## src/rtl/sflc_pkg.sv

```systemverilog
// shared constants and types for the synthesizer latch control
package sflc_pkg;

	localparam int unsigned WORD_W       = 24;
	localparam int unsigned SYNC_STAGES  = 3;
	localparam int unsigned SEL_W        = 2;

	localparam logic [1:0]  SEL_REF      = 2'h0;
	localparam logic [1:0]  SEL_FB       = 2'h1;
	localparam logic [1:0]  SEL_FN       = 2'h2;
	localparam logic [1:0]  SEL_INIT     = 2'h3;

	localparam int unsigned FN_CNT_RST   = 2;
	localparam int unsigned FN_PD2       = 21;

	localparam int unsigned NW_GAIN      = 21;
	localparam int unsigned NW_DIV_LSB   = 8;
	localparam int unsigned NW_DIV_MSB   = 20;
	localparam int unsigned NDIV_W       = 13;

	localparam int unsigned RW_DIV_LSB   = 2;
	localparam int unsigned RW_DIV_MSB   = 15;
	localparam int unsigned RDIV_W       = 14;

	localparam logic [19:0] FN_RESET     = 20'h00001;
	localparam logic [12:0] NDIV_RESET   = 13'h0001;
	localparam logic [13:0] RDIV_RESET   = 14'h0001;

	localparam logic [7:0]  TO_BASE      = 8'h03;
	localparam logic [7:0]  TO_STEP      = 8'h04;

	typedef enum logic [1:0] {
		PD_RUN  = 2'b00,
		PD_WAIT = 2'b01,
		PD_DOWN = 2'b11
	} sflc_pd_state_t;

	typedef struct packed {
		logic       pd2;
		logic [2:0] cur2;
		logic [2:0] cur1;
		logic [3:0] tc;
		logic       fl_mode;
		logic       fl_en;
		logic       tri_st;
		logic       pol;
		logic [2:0] outsel;
		logic       pd1;
		logic       cnt_rst;
	} sflc_fn_t;

	typedef struct packed {
		logic       up;
		logic       dn;
		logic       hiz;
		logic [2:0] cur;
	} sflc_pump_t;

	function automatic logic [1:0] word_sel(input logic [WORD_W-1:0] w);
		word_sel = w[SEL_W-1:0];
	endfunction

endpackage

```

## src/rtl/sflc_top.sv

```systemverilog
// function latch and feedback latch control of the frequency synthesizer
`timescale 1ns/10ps
`default_nettype none
module sflc_top
	import sflc_pkg::*;
(
	input  wire logic          clk,
	input  wire logic          rst_n,
	input  wire logic          serial_clk,
	input  wire logic          serial_data,
	input  wire logic          latch_strobe,
	input  wire logic          chip_enable,
	input  wire logic          ref_in,
	input  wire logic          fb_in,
	input  wire logic          lock_detect_in,
	output sflc_pkg::sflc_pump_t pump,
	output logic               multiplexed_output_pin,
	output logic               lock_detect_reset,
	output logic               rf_debias,
	output logic               ref_buffer_off,
	output logic               counters_held,
	output logic               fastlock_active
);
	import sflc_pkg::*;

	localparam int unsigned NPIN = 6;

	// pin synchronisers: three stages, change accepted when stages two and three agree
	logic [NPIN-1:0] pin_raw;
	logic [NPIN-1:0] pin_clean;

	assign pin_raw = {serial_clk, serial_data, latch_strobe, chip_enable, ref_in, fb_in};

	genvar gi;
	generate
		for (gi = 0; gi < NPIN; gi++)
		begin : g_sync
			logic s1_q;
			logic s2_q;
			logic s3_q;
			logic f_q;
			always_ff @(posedge clk or negedge rst_n)
			begin
				if (!rst_n)
				begin
					s1_q <= 1'b0;
					s2_q <= 1'b0;
					s3_q <= 1'b0;
					f_q  <= 1'b0;
				end
				else
				begin
					s1_q <= pin_raw[gi];
					s2_q <= s1_q;
					s3_q <= s2_q;
					if (s2_q == s3_q)
						f_q <= s3_q;
				end
			end
			assign pin_clean[gi] = f_q;
		end
	endgenerate

	logic sclk_c;
	logic sdata_c;
	logic strobe_c;
	logic ce_c;
	logic ref_c;
	logic fb_c;

	assign {sclk_c, sdata_c, strobe_c, ce_c, ref_c, fb_c} = pin_clean;

	// serial word capture
	logic [WORD_W-1:0] word;
	logic              word_load;

	sflc_serial_in u_serial (
		.clk    (clk),
		.rst_n  (rst_n),
		.sclk   (sclk_c),
		.sdata  (sdata_c),
		.strobe (strobe_c),
		.word   (word),
		.load   (word_load)
	);

	logic ld_ref;
	logic ld_fb;
	logic ld_fn;
	logic ld_init;

	assign ld_ref  = word_load && (word_sel(word) == SEL_REF);
	assign ld_fb   = word_load && (word_sel(word) == SEL_FB);
	assign ld_fn   = word_load && (word_sel(word) == SEL_FN);
	assign ld_init = word_load && (word_sel(word) == SEL_INIT);

	// function settings, shared by function and initialization loads
	sflc_fn_t fn_q;

	always_ff @(posedge clk or negedge rst_n)
	begin
		if (!rst_n)
			fn_q <= sflc_fn_t'(FN_RESET);
		else if (ld_fn || ld_init)
			fn_q <= sflc_fn_t'(word[FN_PD2:FN_CNT_RST]);
	end

	// reference divide value
	logic [RDIV_W-1:0] rdiv_q;

	always_ff @(posedge clk or negedge rst_n)
	begin
		if (!rst_n)
			rdiv_q <= RDIV_RESET;
		else if (ld_ref)
			rdiv_q <= word[RW_DIV_MSB:RW_DIV_LSB];
	end

	// feedback divide value; bits 23..22 and 7..2 are never looked at
	logic [NDIV_W-1:0] ndiv_q;

	always_ff @(posedge clk or negedge rst_n)
	begin
		if (!rst_n)
			ndiv_q <= NDIV_RESET;
		else if (ld_fb)
			ndiv_q <= word[NW_DIV_MSB:NW_DIV_LSB];
	end

	// extra reset pulse: on init load, and again on the first feedback load after it
	logic init_armed_q;
	logic init_pulse_q;

	always_ff @(posedge clk or negedge rst_n)
	begin
		if (!rst_n)
		begin
			init_armed_q <= 1'b0;
			init_pulse_q <= 1'b0;
		end
		else
		begin
			init_pulse_q <= ld_init || (ld_fb && init_armed_q);
			if (ld_init)
				init_armed_q <= 1'b1;
			else if (ld_fb)
				init_armed_q <= 1'b0;
		end
	end

	// programmed power-down sequencing
	sflc_pd_state_t pd_state_q;
	logic           cp_event;
	logic           pd_prog;
	logic           pd_active;

	always_ff @(posedge clk or negedge rst_n)
	begin
		if (!rst_n)
			pd_state_q <= PD_RUN;
		else
		begin
			case (pd_state_q)
				PD_RUN:
				begin
					if (fn_q.pd1 && fn_q.pd2)
						pd_state_q <= PD_WAIT;
				end
				PD_WAIT:
				begin
					if (!(fn_q.pd1 && fn_q.pd2))
						pd_state_q <= PD_RUN;
					else if (cp_event)
						pd_state_q <= PD_DOWN;
				end
				PD_DOWN:
				begin
					if (!fn_q.pd1)
						pd_state_q <= PD_RUN;
				end
				default:
				begin
					pd_state_q <= PD_RUN;
				end
			endcase
		end
	end

	// asynchronous mode needs no state: the latched bits act directly
	assign pd_prog   = (fn_q.pd1 && !fn_q.pd2) || (pd_state_q == PD_DOWN);
	assign pd_active = !ce_c || (ce_c && pd_prog);

	// counters are held at load state by counter reset, init pulse or power-down
	logic hold;

	assign hold = fn_q.cnt_rst || init_pulse_q || pd_active;

	// reference and feedback counters count filtered input edges
	logic              ref_prev_q;
	logic              fb_prev_q;
	logic [RDIV_W-1:0] rcnt_q;
	logic [NDIV_W-1:0] ncnt_q;
	logic              ref_pulse_q;
	logic              fb_pulse_q;

	always_ff @(posedge clk or negedge rst_n)
	begin
		if (!rst_n)
		begin
			ref_prev_q <= 1'b0;
			fb_prev_q  <= 1'b0;
		end
		else
		begin
			ref_prev_q <= ref_c;
			fb_prev_q  <= fb_c;
		end
	end

	// both counters share one hold, so release restarts them in the same cycle
	always_ff @(posedge clk or negedge rst_n)
	begin
		if (!rst_n)
		begin
			rcnt_q      <= RDIV_RESET;
			ref_pulse_q <= 1'b0;
		end
		else
		begin
			ref_pulse_q <= 1'b0;
			if (hold)
				rcnt_q <= rdiv_q;
			else if (ref_c && !ref_prev_q)
			begin
				if (rcnt_q <= RDIV_W'(1))
				begin
					rcnt_q      <= rdiv_q;
					ref_pulse_q <= 1'b1;
				end
				else
					rcnt_q <= rcnt_q - RDIV_W'(1);
			end
		end
	end

	always_ff @(posedge clk or negedge rst_n)
	begin
		if (!rst_n)
		begin
			ncnt_q     <= NDIV_RESET;
			fb_pulse_q <= 1'b0;
		end
		else
		begin
			fb_pulse_q <= 1'b0;
			if (hold)
				ncnt_q <= ndiv_q;
			else if (fb_c && !fb_prev_q)
			begin
				if (ncnt_q <= NDIV_W'(1))
				begin
					ncnt_q     <= ndiv_q;
					fb_pulse_q <= 1'b1;
				end
				else
					ncnt_q <= ncnt_q - NDIV_W'(1);
			end
		end
	end

	assign cp_event = ref_pulse_q || fb_pulse_q;

	// phase detector: reference edge raises up, feedback edge raises down
	logic up_q;
	logic dn_q;
	logic up_n;
	logic dn_n;

	assign up_n = up_q || ref_pulse_q;
	assign dn_n = dn_q || fb_pulse_q;

	always_ff @(posedge clk or negedge rst_n)
	begin
		if (!rst_n)
		begin
			up_q <= 1'b0;
			dn_q <= 1'b0;
		end
		else if (hold || (up_n && dn_n))
		begin
			up_q <= 1'b0;
			dn_q <= 1'b0;
		end
		else
		begin
			up_q <= up_n;
			dn_q <= dn_n;
		end
	end

	// fastlock gain flag; a host write in the same cycle as expiry wins
	logic gain_q;
	logic to_expire;

	always_ff @(posedge clk or negedge rst_n)
	begin
		if (!rst_n)
			gain_q <= 1'b0;
		else if (ld_fb)
			gain_q <= word[NW_GAIN];
		else if (to_expire)
			gain_q <= 1'b0;
	end

	sflc_fl_timer u_timer (
		.clk    (clk),
		.rst_n  (rst_n),
		.hold   (pd_active),
		.run    (fn_q.fl_en && fn_q.fl_mode && gain_q),
		.start  (ld_fb && word[NW_GAIN]),
		.tick   (ref_pulse_q),
		.tc     (fn_q.tc),
		.expire (to_expire)
	);

	logic fast;

	assign fast = fn_q.fl_en && gain_q;

	// pump outputs; the polarity bit swaps drive, power-down forces high impedance
	always_ff @(posedge clk or negedge rst_n)
	begin
		if (!rst_n)
		begin
			pump            <= '0;
			pump.hiz        <= 1'b1;
			fastlock_active <= 1'b0;
		end
		else
		begin
			pump.up         <= fn_q.pol ? up_q : dn_q;
			pump.dn         <= fn_q.pol ? dn_q : up_q;
			pump.hiz        <= fn_q.tri_st || hold;
			pump.cur        <= fast ? fn_q.cur2 : fn_q.cur1;
			fastlock_active <= fast;
		end
	end

	// power-down side effects, registered so they start from reset
	always_ff @(posedge clk or negedge rst_n)
	begin
		if (!rst_n)
		begin
			lock_detect_reset <= 1'b1;
			rf_debias         <= 1'b1;
			ref_buffer_off    <= 1'b1;
			counters_held     <= 1'b1;
		end
		else
		begin
			lock_detect_reset <= pd_active;
			rf_debias         <= pd_active;
			ref_buffer_off    <= pd_active;
			counters_held     <= hold;
		end
	end

	// output multiplexer
	logic mux_n;

	always_comb
	begin
		case (fn_q.outsel)
			3'h0:    mux_n = 1'b0;
			3'h1:    mux_n = lock_detect_in;
			3'h2:    mux_n = fb_pulse_q;
			3'h3:    mux_n = 1'b1;
			3'h4:    mux_n = ref_pulse_q;
			3'h5:    mux_n = fast;
			3'h6:    mux_n = sdata_c;
			default: mux_n = 1'b0;
		endcase
	end

	always_ff @(posedge clk or negedge rst_n)
	begin
		if (!rst_n)
			multiplexed_output_pin <= 1'b0;
		else
			multiplexed_output_pin <= mux_n;
	end
endmodule
`default_nettype wire

```

## src/rtl/sflc_serial_in.sv

```systemverilog
// serial input shift register with strobe transfer
`timescale 1ns/10ps
`default_nettype none
module sflc_serial_in
	import sflc_pkg::*;
(
	input  wire logic              clk,
	input  wire logic              rst_n,
	input  wire logic              sclk,
	input  wire logic              sdata,
	input  wire logic              strobe,
	output logic [WORD_W-1:0]      word,
	output logic                   load
);
	logic [WORD_W-1:0] shift_q;
	logic              sclk_prev_q;
	logic              strobe_prev_q;

	always_ff @(posedge clk or negedge rst_n)
	begin
		if (!rst_n)
		begin
			sclk_prev_q   <= 1'b0;
			strobe_prev_q <= 1'b0;
		end
		else
		begin
			sclk_prev_q   <= sclk;
			strobe_prev_q <= strobe;
		end
	end

	// msb first, one bit per rising serial clock
	always_ff @(posedge clk or negedge rst_n)
	begin
		if (!rst_n)
			shift_q <= '0;
		else if (sclk && !sclk_prev_q)
			shift_q <= {shift_q[WORD_W-2:0], sdata};
	end

	// never gated by power-down, so words are still taken while disabled
	always_ff @(posedge clk or negedge rst_n)
	begin
		if (!rst_n)
		begin
			word <= '0;
			load <= 1'b0;
		end
		else
		begin
			load <= strobe && !strobe_prev_q;
			if (strobe && !strobe_prev_q)
				word <= shift_q;
		end
	end
endmodule
`default_nettype wire

```

## src/rtl/sflc_fl_timer.sv

```systemverilog
// fastlock timeout counter, counted in phase detector cycles
`timescale 1ns/10ps
`default_nettype none
module sflc_fl_timer
	import sflc_pkg::*;
(
	input  wire logic       clk,
	input  wire logic       rst_n,
	input  wire logic       hold,
	input  wire logic       run,
	input  wire logic       start,
	input  wire logic       tick,
	input  wire logic [3:0] tc,
	output logic            expire
);
	logic [7:0] cnt_q;
	logic       busy_q;

	always_ff @(posedge clk or negedge rst_n)
	begin
		if (!rst_n)
		begin
			cnt_q  <= '0;
			busy_q <= 1'b0;
			expire <= 1'b0;
		end
		else
		begin
			expire <= 1'b0;
			if (hold)
			begin
				cnt_q  <= '0;
				busy_q <= 1'b0;
			end
			else if (start)
			begin
				cnt_q  <= 8'(TO_BASE + TO_STEP * {4'h0, tc});
				busy_q <= 1'b1;
			end
			else if (busy_q && run && tick)
			begin
				if (cnt_q <= 8'h01)
				begin
					busy_q <= 1'b0;
					expire <= 1'b1;
				end
				else
					cnt_q <= cnt_q - 8'h01;
			end
		end
	end
endmodule
`default_nettype wire

```

## config.mk

```make
export PLATFORM = sky130hd
export DESIGN_NAME = sflc_top
export DESIGN_NICKNAME = d
export VERILOG_FILES = /design/src/rtl/sflc_pkg.sv /design/src/rtl/sflc_top.sv /design/src/rtl/sflc_serial_in.sv /design/src/rtl/sflc_fl_timer.sv
export SDC_FILE = /design/constraint.sdc
export NUM_CORES = 1
export LEC_CHECK = 0
export BUFFER_PORTS_ARGS = -buffer_cell sky130_fd_sc_hd__buf_2
export CAP_MARGIN = 0
export CORE_ASPECT_RATIO = 0.6
export CORE_MARGIN = 4
export CORE_UTILIZATION = 60
export CTS_CLUSTER_SIZE = 20
export DETAILED_ROUTE_END_ITERATION = 6
export MAX_ROUTING_LAYER = met4
export PLACE_DENSITY = 0.77
export SYNTH_ARGS = -nofsm -noshare
export SYNTH_HDL_FRONTEND = slang
export SYNTH_SLANG_ARGS = --single-unit
```

## constraint.sdc

```tcl
create_clock -name clk -period 5.5 [get_ports clk]
set_input_delay 0.55 -clock clk [delete_from_list [all_inputs] [get_ports clk]]
set_output_delay 0.55 -clock clk [all_outputs]
set_load 0.02 [all_outputs]
```

* After elaboration in Yosys (flattened, before gate mapping)
Cells that the tools add are included.
W data, S select, Z words.
** Storage, ports and cells
- Register bits :: 176
- Input port bits :: 9
- Output and inout port bits :: 12
- Logic and storage cells :: 179
** Cells by class
- $add $sub $neg :: 4
- Order comparisons :: 3
- Equality and inequality tests :: 21
- Muxes and demuxes :: 39
- Reduce and logical (&&, ||, !) cells :: 47
** Operator list (count)
- $mux W14 :: 3
- $mux W13 :: 3
- $mux W8 :: 4
- $mux W1 :: 22
- $logic_and A1 B1 Y1 :: 19
- $le A14 B1 Y1 const B :: 1
- $sub A14 B1 Y14 const B :: 1
- $le A13 B1 Y1 const B :: 1
- $sub A13 B1 Y13 const B :: 1
- $logic_or A1 B1 Y1 :: 11
- $eq A3 B3 Y1 const B :: 3
- $le A8 B1 Y1 const B :: 1
- $mux W2 :: 4
- $reduce_bool A2 Y1 :: 4
- $sub A8 B1 Y8 const B :: 1
- $add A2 B6 Y7 const A :: 1
- $eq A1 B1 Y1 :: 6
- $eq A2 B2 Y1 const B :: 3
- $eq A3 B2 Y1 const B :: 2
- $logic_not A1 Y1 :: 6
- $pmux W1 S6 :: 1
- $pmux W2 S3 :: 1
- $reduce_bool A3 Y1 :: 2
- $eq A2 B1 Y1 const B :: 2
- other kinds (8) :: 11

* Depth between registers and ports, before layout
- Word-level depth :: 8
- Gate-level depth with buffers :: 8

* Cells and area by module
From an unflattened synthesis, not the netlist that was laid out.
** Second synthesis, totals
- Cells, all modules :: 590
- Area, all modules :: 7727.4 sq um
** By module, submodules not included
- sflc_top :: instances 1, cells each 418, area an instance 5062.4 sq um
- sflc_serial_in :: instances 1, cells each 108, area an instance 2054.5 sq um
- sflc_fl_timer :: instances 1, cells each 64, area an instance 610.6 sq um

* Worst setup path before layout
No wires, ideal clock.
- Kind :: flip-flop to flip-flop
- From :: register rcnt_q[0]
- To :: register rcnt_q[10]
- Setup time :: 0.123 ns
- Data arrival time :: 1.860 ns
- Data required time :: 5.377 ns
- Slack :: 3.517 ns
- Stages on the path, launching flop included :: 8
- Path buffers :: 1
- Cells stage by stage :: dfstp_2 inv_1 ha_1 o21ai_0 o21a_1 buf_2 a21oi_1 o2bb2a_2
** On the way
- Longest elaborated chain between the ends :: 4
- Elaborated cells on any way between the ends :: 5
- Those cells by class :: 1 x add/sub; 1 x order compare; 3 x mux
** Ends and longest elaborated chain
- start, declared :: line sflc_top.sv:201 : logic [RDIV_W-1:0] rcnt_q;
- start signal, assigned :: line sflc_top.sv:232 : rcnt_q <= rdiv_q;
- start signal, assigned :: line sflc_top.sv:237 : rcnt_q <= rdiv_q;
- start signal, assigned :: line sflc_top.sv:241 : rcnt_q <= rcnt_q - RDIV_W'(1);
- $sub A14 B1 Y14 or $le A14 B1 Y1 (tied branches) :: line sflc_top.sv:241, sflc_top.sv:235
- $mux W14 * :: line sflc_top.sv:235 : if (rcnt_q <= RDIV_W'(1))
- $mux W14 * :: line sflc_top.sv:233 : else if (ref_c && !ref_prev_q)
- $mux W14 * :: line sflc_top.sv:231 : if (hold)
Mark *: on every way between the ends. The rest lies on a longest branch, timed or not. The select of a mux whose other input is x is not followed.
A chain may end at the register's enable or synchronous reset.

* Worst setup path in the final report
- From :: register pd_state_q[1]
- To :: register ncnt_q[6]
** On the way
- Longest elaborated chain between the ends :: 6
- Elaborated cells on any way between the ends :: 7
- Those cells by class :: 1 x eq/ne; 1 x mux; 5 x reduce/logical
** Ends and longest elaborated chain
- start, declared :: line sflc_top.sv:152 : sflc_pd_state_t pd_state_q;
- start signal, assigned :: line sflc_top.sv:160 : pd_state_q <= PD_RUN;
- start signal, assigned :: line sflc_top.sv:167 : pd_state_q <= PD_WAIT;
- start signal, assigned :: line sflc_top.sv:172 : pd_state_q <= PD_RUN;
- $eq A2 B2 Y1 * :: line sflc_top.sv:190 : assign pd_prog = (fn_q.pd1 && !fn_q.pd2) || (pd_state_q == PD_DOWN);
- $logic_or A1 B1 Y1 * :: line sflc_top.sv:190
- $logic_and A1 B1 Y1 * :: line sflc_top.sv:191 : assign pd_active = !ce_c || (ce_c && pd_prog);
- $logic_or A1 B1 Y1 * :: line sflc_top.sv:191
- $logic_or A1 B1 Y1 * :: line sflc_top.sv:196 : assign hold = fn_q.cnt_rst || init_pulse_q || pd_active;
- $mux W13 or $reduce_bool A2 Y1 (tied branches)
- end signal, assigned :: line sflc_top.sv:257 : ncnt_q <= ndiv_q;
- end signal, assigned :: line sflc_top.sv:262 : ncnt_q <= ndiv_q;
- end signal, assigned :: line sflc_top.sv:266 : ncnt_q <= ncnt_q - NDIV_W'(1);
- end, declared :: line sflc_top.sv:202 : logic [NDIV_W-1:0] ncnt_q;
Mark *: on every way between the ends. The rest lies on a longest branch, timed or not.

==> qor.csv <==
stage;metric;value;unit
outcome;status;finished, final reports clean;
route;viasPerCell;6.08;
worst_setup_path;crit_chain;a21bo_4, nor3_4, inv_2, nor2_1, nor3_1, a211o_1;
clock_tree;root_buffer;clkbuf_16;
placement;dpl_cell_area;7670;um^2
route;ant_nets;0;
layout;area_delta_synth_final;10.5;%
clock_tree;clk_latency;0.42;ns
logic_synthesis;synth_edf_count;0;
global_routing;grt_pass1_wl;24.8;mm
route;drc;0;
worst_setup_path;end_kind;flop;
route;wl_per_cell;19.0;um
placement;numPortBuffers;20;
die;dieArea;14300;um^2
worst_setup_path;critical-path-top-delay-family;simple AND/OR/NAND/NOR gates;
flow_run;max_cap_viol_count;0;
sta;slew_headroom;14.8;%
die;initial_core_util;61.7;%
die;die_w;152;um
layout;stdcell_area;8250;um^2
global_routing;grt_max_degree;81;
clock_tree;cts_resized;0;
pwr;p_seq_share;45.9;%
die;ios;21;
sta;setup_tns;0;ns
placement;place_congestion;0.920;
sta;skew;0.0109;ns
worst_setup_path;path_class;reg -> reg;
clock_tree;cts_made_buffers;17;
layout;nets;612;
route;drtIter0Drc;333;
worst_setup_path;cp_num_buf_inv;1;
pwr;ir_drop;0.217;mV
pwr;p_per_area;513;nW/um^2
route;wirelength;14.8;mm
layout;fillers;882;
layout;utilization;68.1;%
sta;period_needed;2.59;ns
sta;setup_violations;0;
sta;drv_slew;0;
global_routing;grt_util_all_layers;22.5;%
logic_synthesis;yosysWarnings;0;
worst_setup_path;critPathSlowestCell;nor3_4;
logic_synthesis;yosysSeqAreaShare;59.2;%
sta;layout_setup_ws;2.91;ns
clock_tree;cts_tree;built;
route;num_vias;4714;
die;die_y;94.4;um
sta;rsz0062_at_grt;no;
worst_setup_path;cp.required;5.81;ns
placement;place_ws;2.92;ns
sta;hold_violations;0;
pwr;p_sw;0.00144;W
global_routing;grt.met3_usage;4.58;%
sta;timing.final.crit_share;47.1;%
global_routing;grt_use_met1;31.8;%
logic_synthesis;synth_ff_type;dfrtp_1;
global_routing;busiest_layer;met2;
global_routing;grt-ovfl-total;0;
logic_synthesis;synthCells;578;
die;row_count;31;
clock_tree;clock_path_buffers;2;
logic_synthesis;async_reset_ff_share;100;%
worst_hold_path;hold_class;in -> async;
layout;antenna_cells;0;
worst_setup_path;slowest_delay;0.62;ns
layout;drive_gt1_share;30.8;%
clock_tree;cts_hold_buf;0;
sta;worstMarginPinSlew;1.27;ns
die;core;12100;um^2
logic_synthesis;synth.distinct_cells;71;
worst_setup_path;critPathLaunchType;flop;
worst_setup_path;critPathMaxFanout;14;
global_routing;grt_use_met2;34.3;%
logic_synthesis;netlist_area;7460;um^2
clock_tree;cts-htree-levels;4;
pwr;swShare;34.0;%
global_routing;grt_pass1_vias;4687;
pwr;leakage;3.78;nW
logic_synthesis;synth_nets;593;
logic_synthesis;avgSynthCellArea;12.9;um^2
logic_synthesis;ys_seq_elements;176;
placement;hpwl;9.95;mm
global_routing;grt_antenna_before_repair;0;
pwr;internal_power;0.00280;W
sta;clock.fmax;386;MHz
clock_tree;cts_sinks;176;
pwr;comb_power_share;26.3;%
clock_tree;post-cts-setup-buffers;0;
worst_setup_path;cp.arrival;2.90;ns
pwr;pwr-share-clk;27.8;%
clock_tree;clk_pin_slew_worst_paths;0.07;ns
route;first_pass_iters;5;
==> worst register-to-register path, stage by stage (launching register included) <==
cell,delay [ns]
dfrtp_1,0.43
a21bo_4,0.24
nor3_4,0.62
inv_2,0.28
nor2_1,0.51
nor3_1,0.11
a211o_1,0.30
==> placed cells by master (no fill, tap or decap), drive strengths merged, types with 6 or more instances in the layout <==
| master | netlist | final |
|---|---|---|
| dfrtp | 168 | 168 |
| mux2 | 98 | 98 |
| nor2 | 36 | 36 |
| nand2 | 31 | 31 |
| buf | 13 | 23 |
| o21ai | 22 | 22 |
| clkbuf | 10 | 20 |
| nor3 | 19 | 19 |
| inv | 13 | 19 |
| a21oi | 16 | 16 |
| nand3 | 15 | 15 |
| dfstp | 8 | 8 |
| o211ai | 6 | 6 |
| maj3 | 6 | 6 |
| a2bb2oi | 6 | 6 |
| ha | 6 | 6 |
| nor4 | 6 | 6 |
| and3 | 6 | 6 |
| or4 | 6 | 6 |
| or2 | 6 | 6 |
| nor2b | 6 | 6 |
==> worst paths after layout <==
| path | endpoint | cells after the start | from | slack (ns) |
|---|---|---|---|---|
| max in group asynchronous | u_serial.shift_q[19] | 2 | rst_n | 4.15 |
| setup reg to reg | ncnt_q[6] | 6 | pd_state_q[1] | 2.91 |
| hold / removal | fn_q[4] | 1 | rst_n | 0.16 |
| hold reg to reg | g_sync[2].s2_q | 0 | g_sync[2].s1_q | 0.35 |
| min in group clk | g_sync[5].s1_q | 1 | serial_clk | 0.23 |
| setup / recovery | ncnt_q[6] | 6 | pd_state_q[1] | 2.91 |
==> metal layers <==
layer | vias up | part of all wire [%]
met3 | 16 | 4.9
met2 | 126 | 46
met1 | 2430 | 48
li1 | 2142 | -
met4 | 0 | 0.90
met5 | - | 0
==> Yosys cell counts (all sizes together) (3+ instances only) <==
master   count  area share (%)
mux2i        3            0.40
and3         6            0.54
nand4        4            0.34
o311ai       3            0.59
a2bb2oi      6            0.70
inv         13            0.65
a22oi        4            0.40
dfstp        8             2.8
nand2b       4            0.34
o22ai        5            0.42
o31ai        4            0.40
o2bb2a       3            0.44
dfrtp      168              56
a21oi       16             1.1
o211ai       6            0.60
maj3         6            0.80
ha           6             1.0
xor2         3            0.35
nand2       31             1.6
nor2b        6            0.60
clkbuf      10            0.50
a211oi       5            0.50
a211o        5            0.59
nor2        36             2.0
nor4b        3            0.44
o21ai       22             1.6
mux2        98              15
or4          6            0.70
xnor2        5            0.59
buf         13             1.4
or3          4            0.34
nand3       15             1.1
nor3        19             1.5
or2          6            0.50
nor4         6            0.70
==> logic make-up (layout without fill, tap and decap cells) <==
kind of cell | Yosys count | count (layout) | share of synthesized area (%)
xor gates and xnor gates | 8 | 8 | 0.939
and+or+nand+nor | 154 | 154 | 11.5
muxes | 101 | 101 | 15.2
DFF | 176 | 176 | 59.2
AOI/OAI and AO/OA | 91 | 91 | 8.84
buffers and inverters | 36 | 68 | 2.53
adders and majority gates | 12 | 12 | 1.81
==> layout make-up <==
| cell class | count | area, um^2 | area share [%] |
|---|---|---|---|
| repair buffers | 23 | 129 | 1.56 |
| clock buffers | 20 | 457 | 5.54 |
| well taps | 165 | 206 | 2.50 |
| clock inverters | 12 | 121 | 1.47 |
| inverters | 13 | 48.8 | 0.592 |
| flip-flops and latches | 176 | 4410 | 53.5 |
| multi-input cells | 366 | 2870 | 34.8 |
==> state kept, by name (all words and copies together) (netlist names), 2 cells and up <==
name / count
g_sync.s2_q: 6
u_timer.cnt_q: 8
u_serial.word: 22
rdiv_q: 14
pd_state_q: 2
rcnt_q: 14
g_sync.s3_q: 6
ncnt_q: 13
u_serial.shift_q: 22
pump: 6
g_sync.f_q: 4
g_sync.s1_q: 6
fn_q: 20
ndiv_q: 13
==> power groups by stage <==
stage	registers (W)	logic, W	clock network [W]
4_1_cts	0.00194	0.00111	0.00120
3_3_place_gp	0.00193	0.00106	0
6_report	0.00194	0.00112	0.00118
3_5_place_dp	0.00195	0.00110	0
5_1_grt	0.00198	0.00123	0.00125
2_1_floorplan	0.00185	0.000905	0
==> stage by stage <==
stage / total power [W] / hold slack [ns] / std cells
after floorplan: 0.00275 / 0.254 / 578
after global placement: 0.00299 / 0.334 / 743
after detailed placement: 0.00305 / 0.336 / 743
after CTS: 0.00424 / 0.180 / 775
after global routing: 0.00446 / 0.211 / 775
final: 0.00423 / 0.160 / 775
Note: power is estimated with default switching activity, not from simulation.
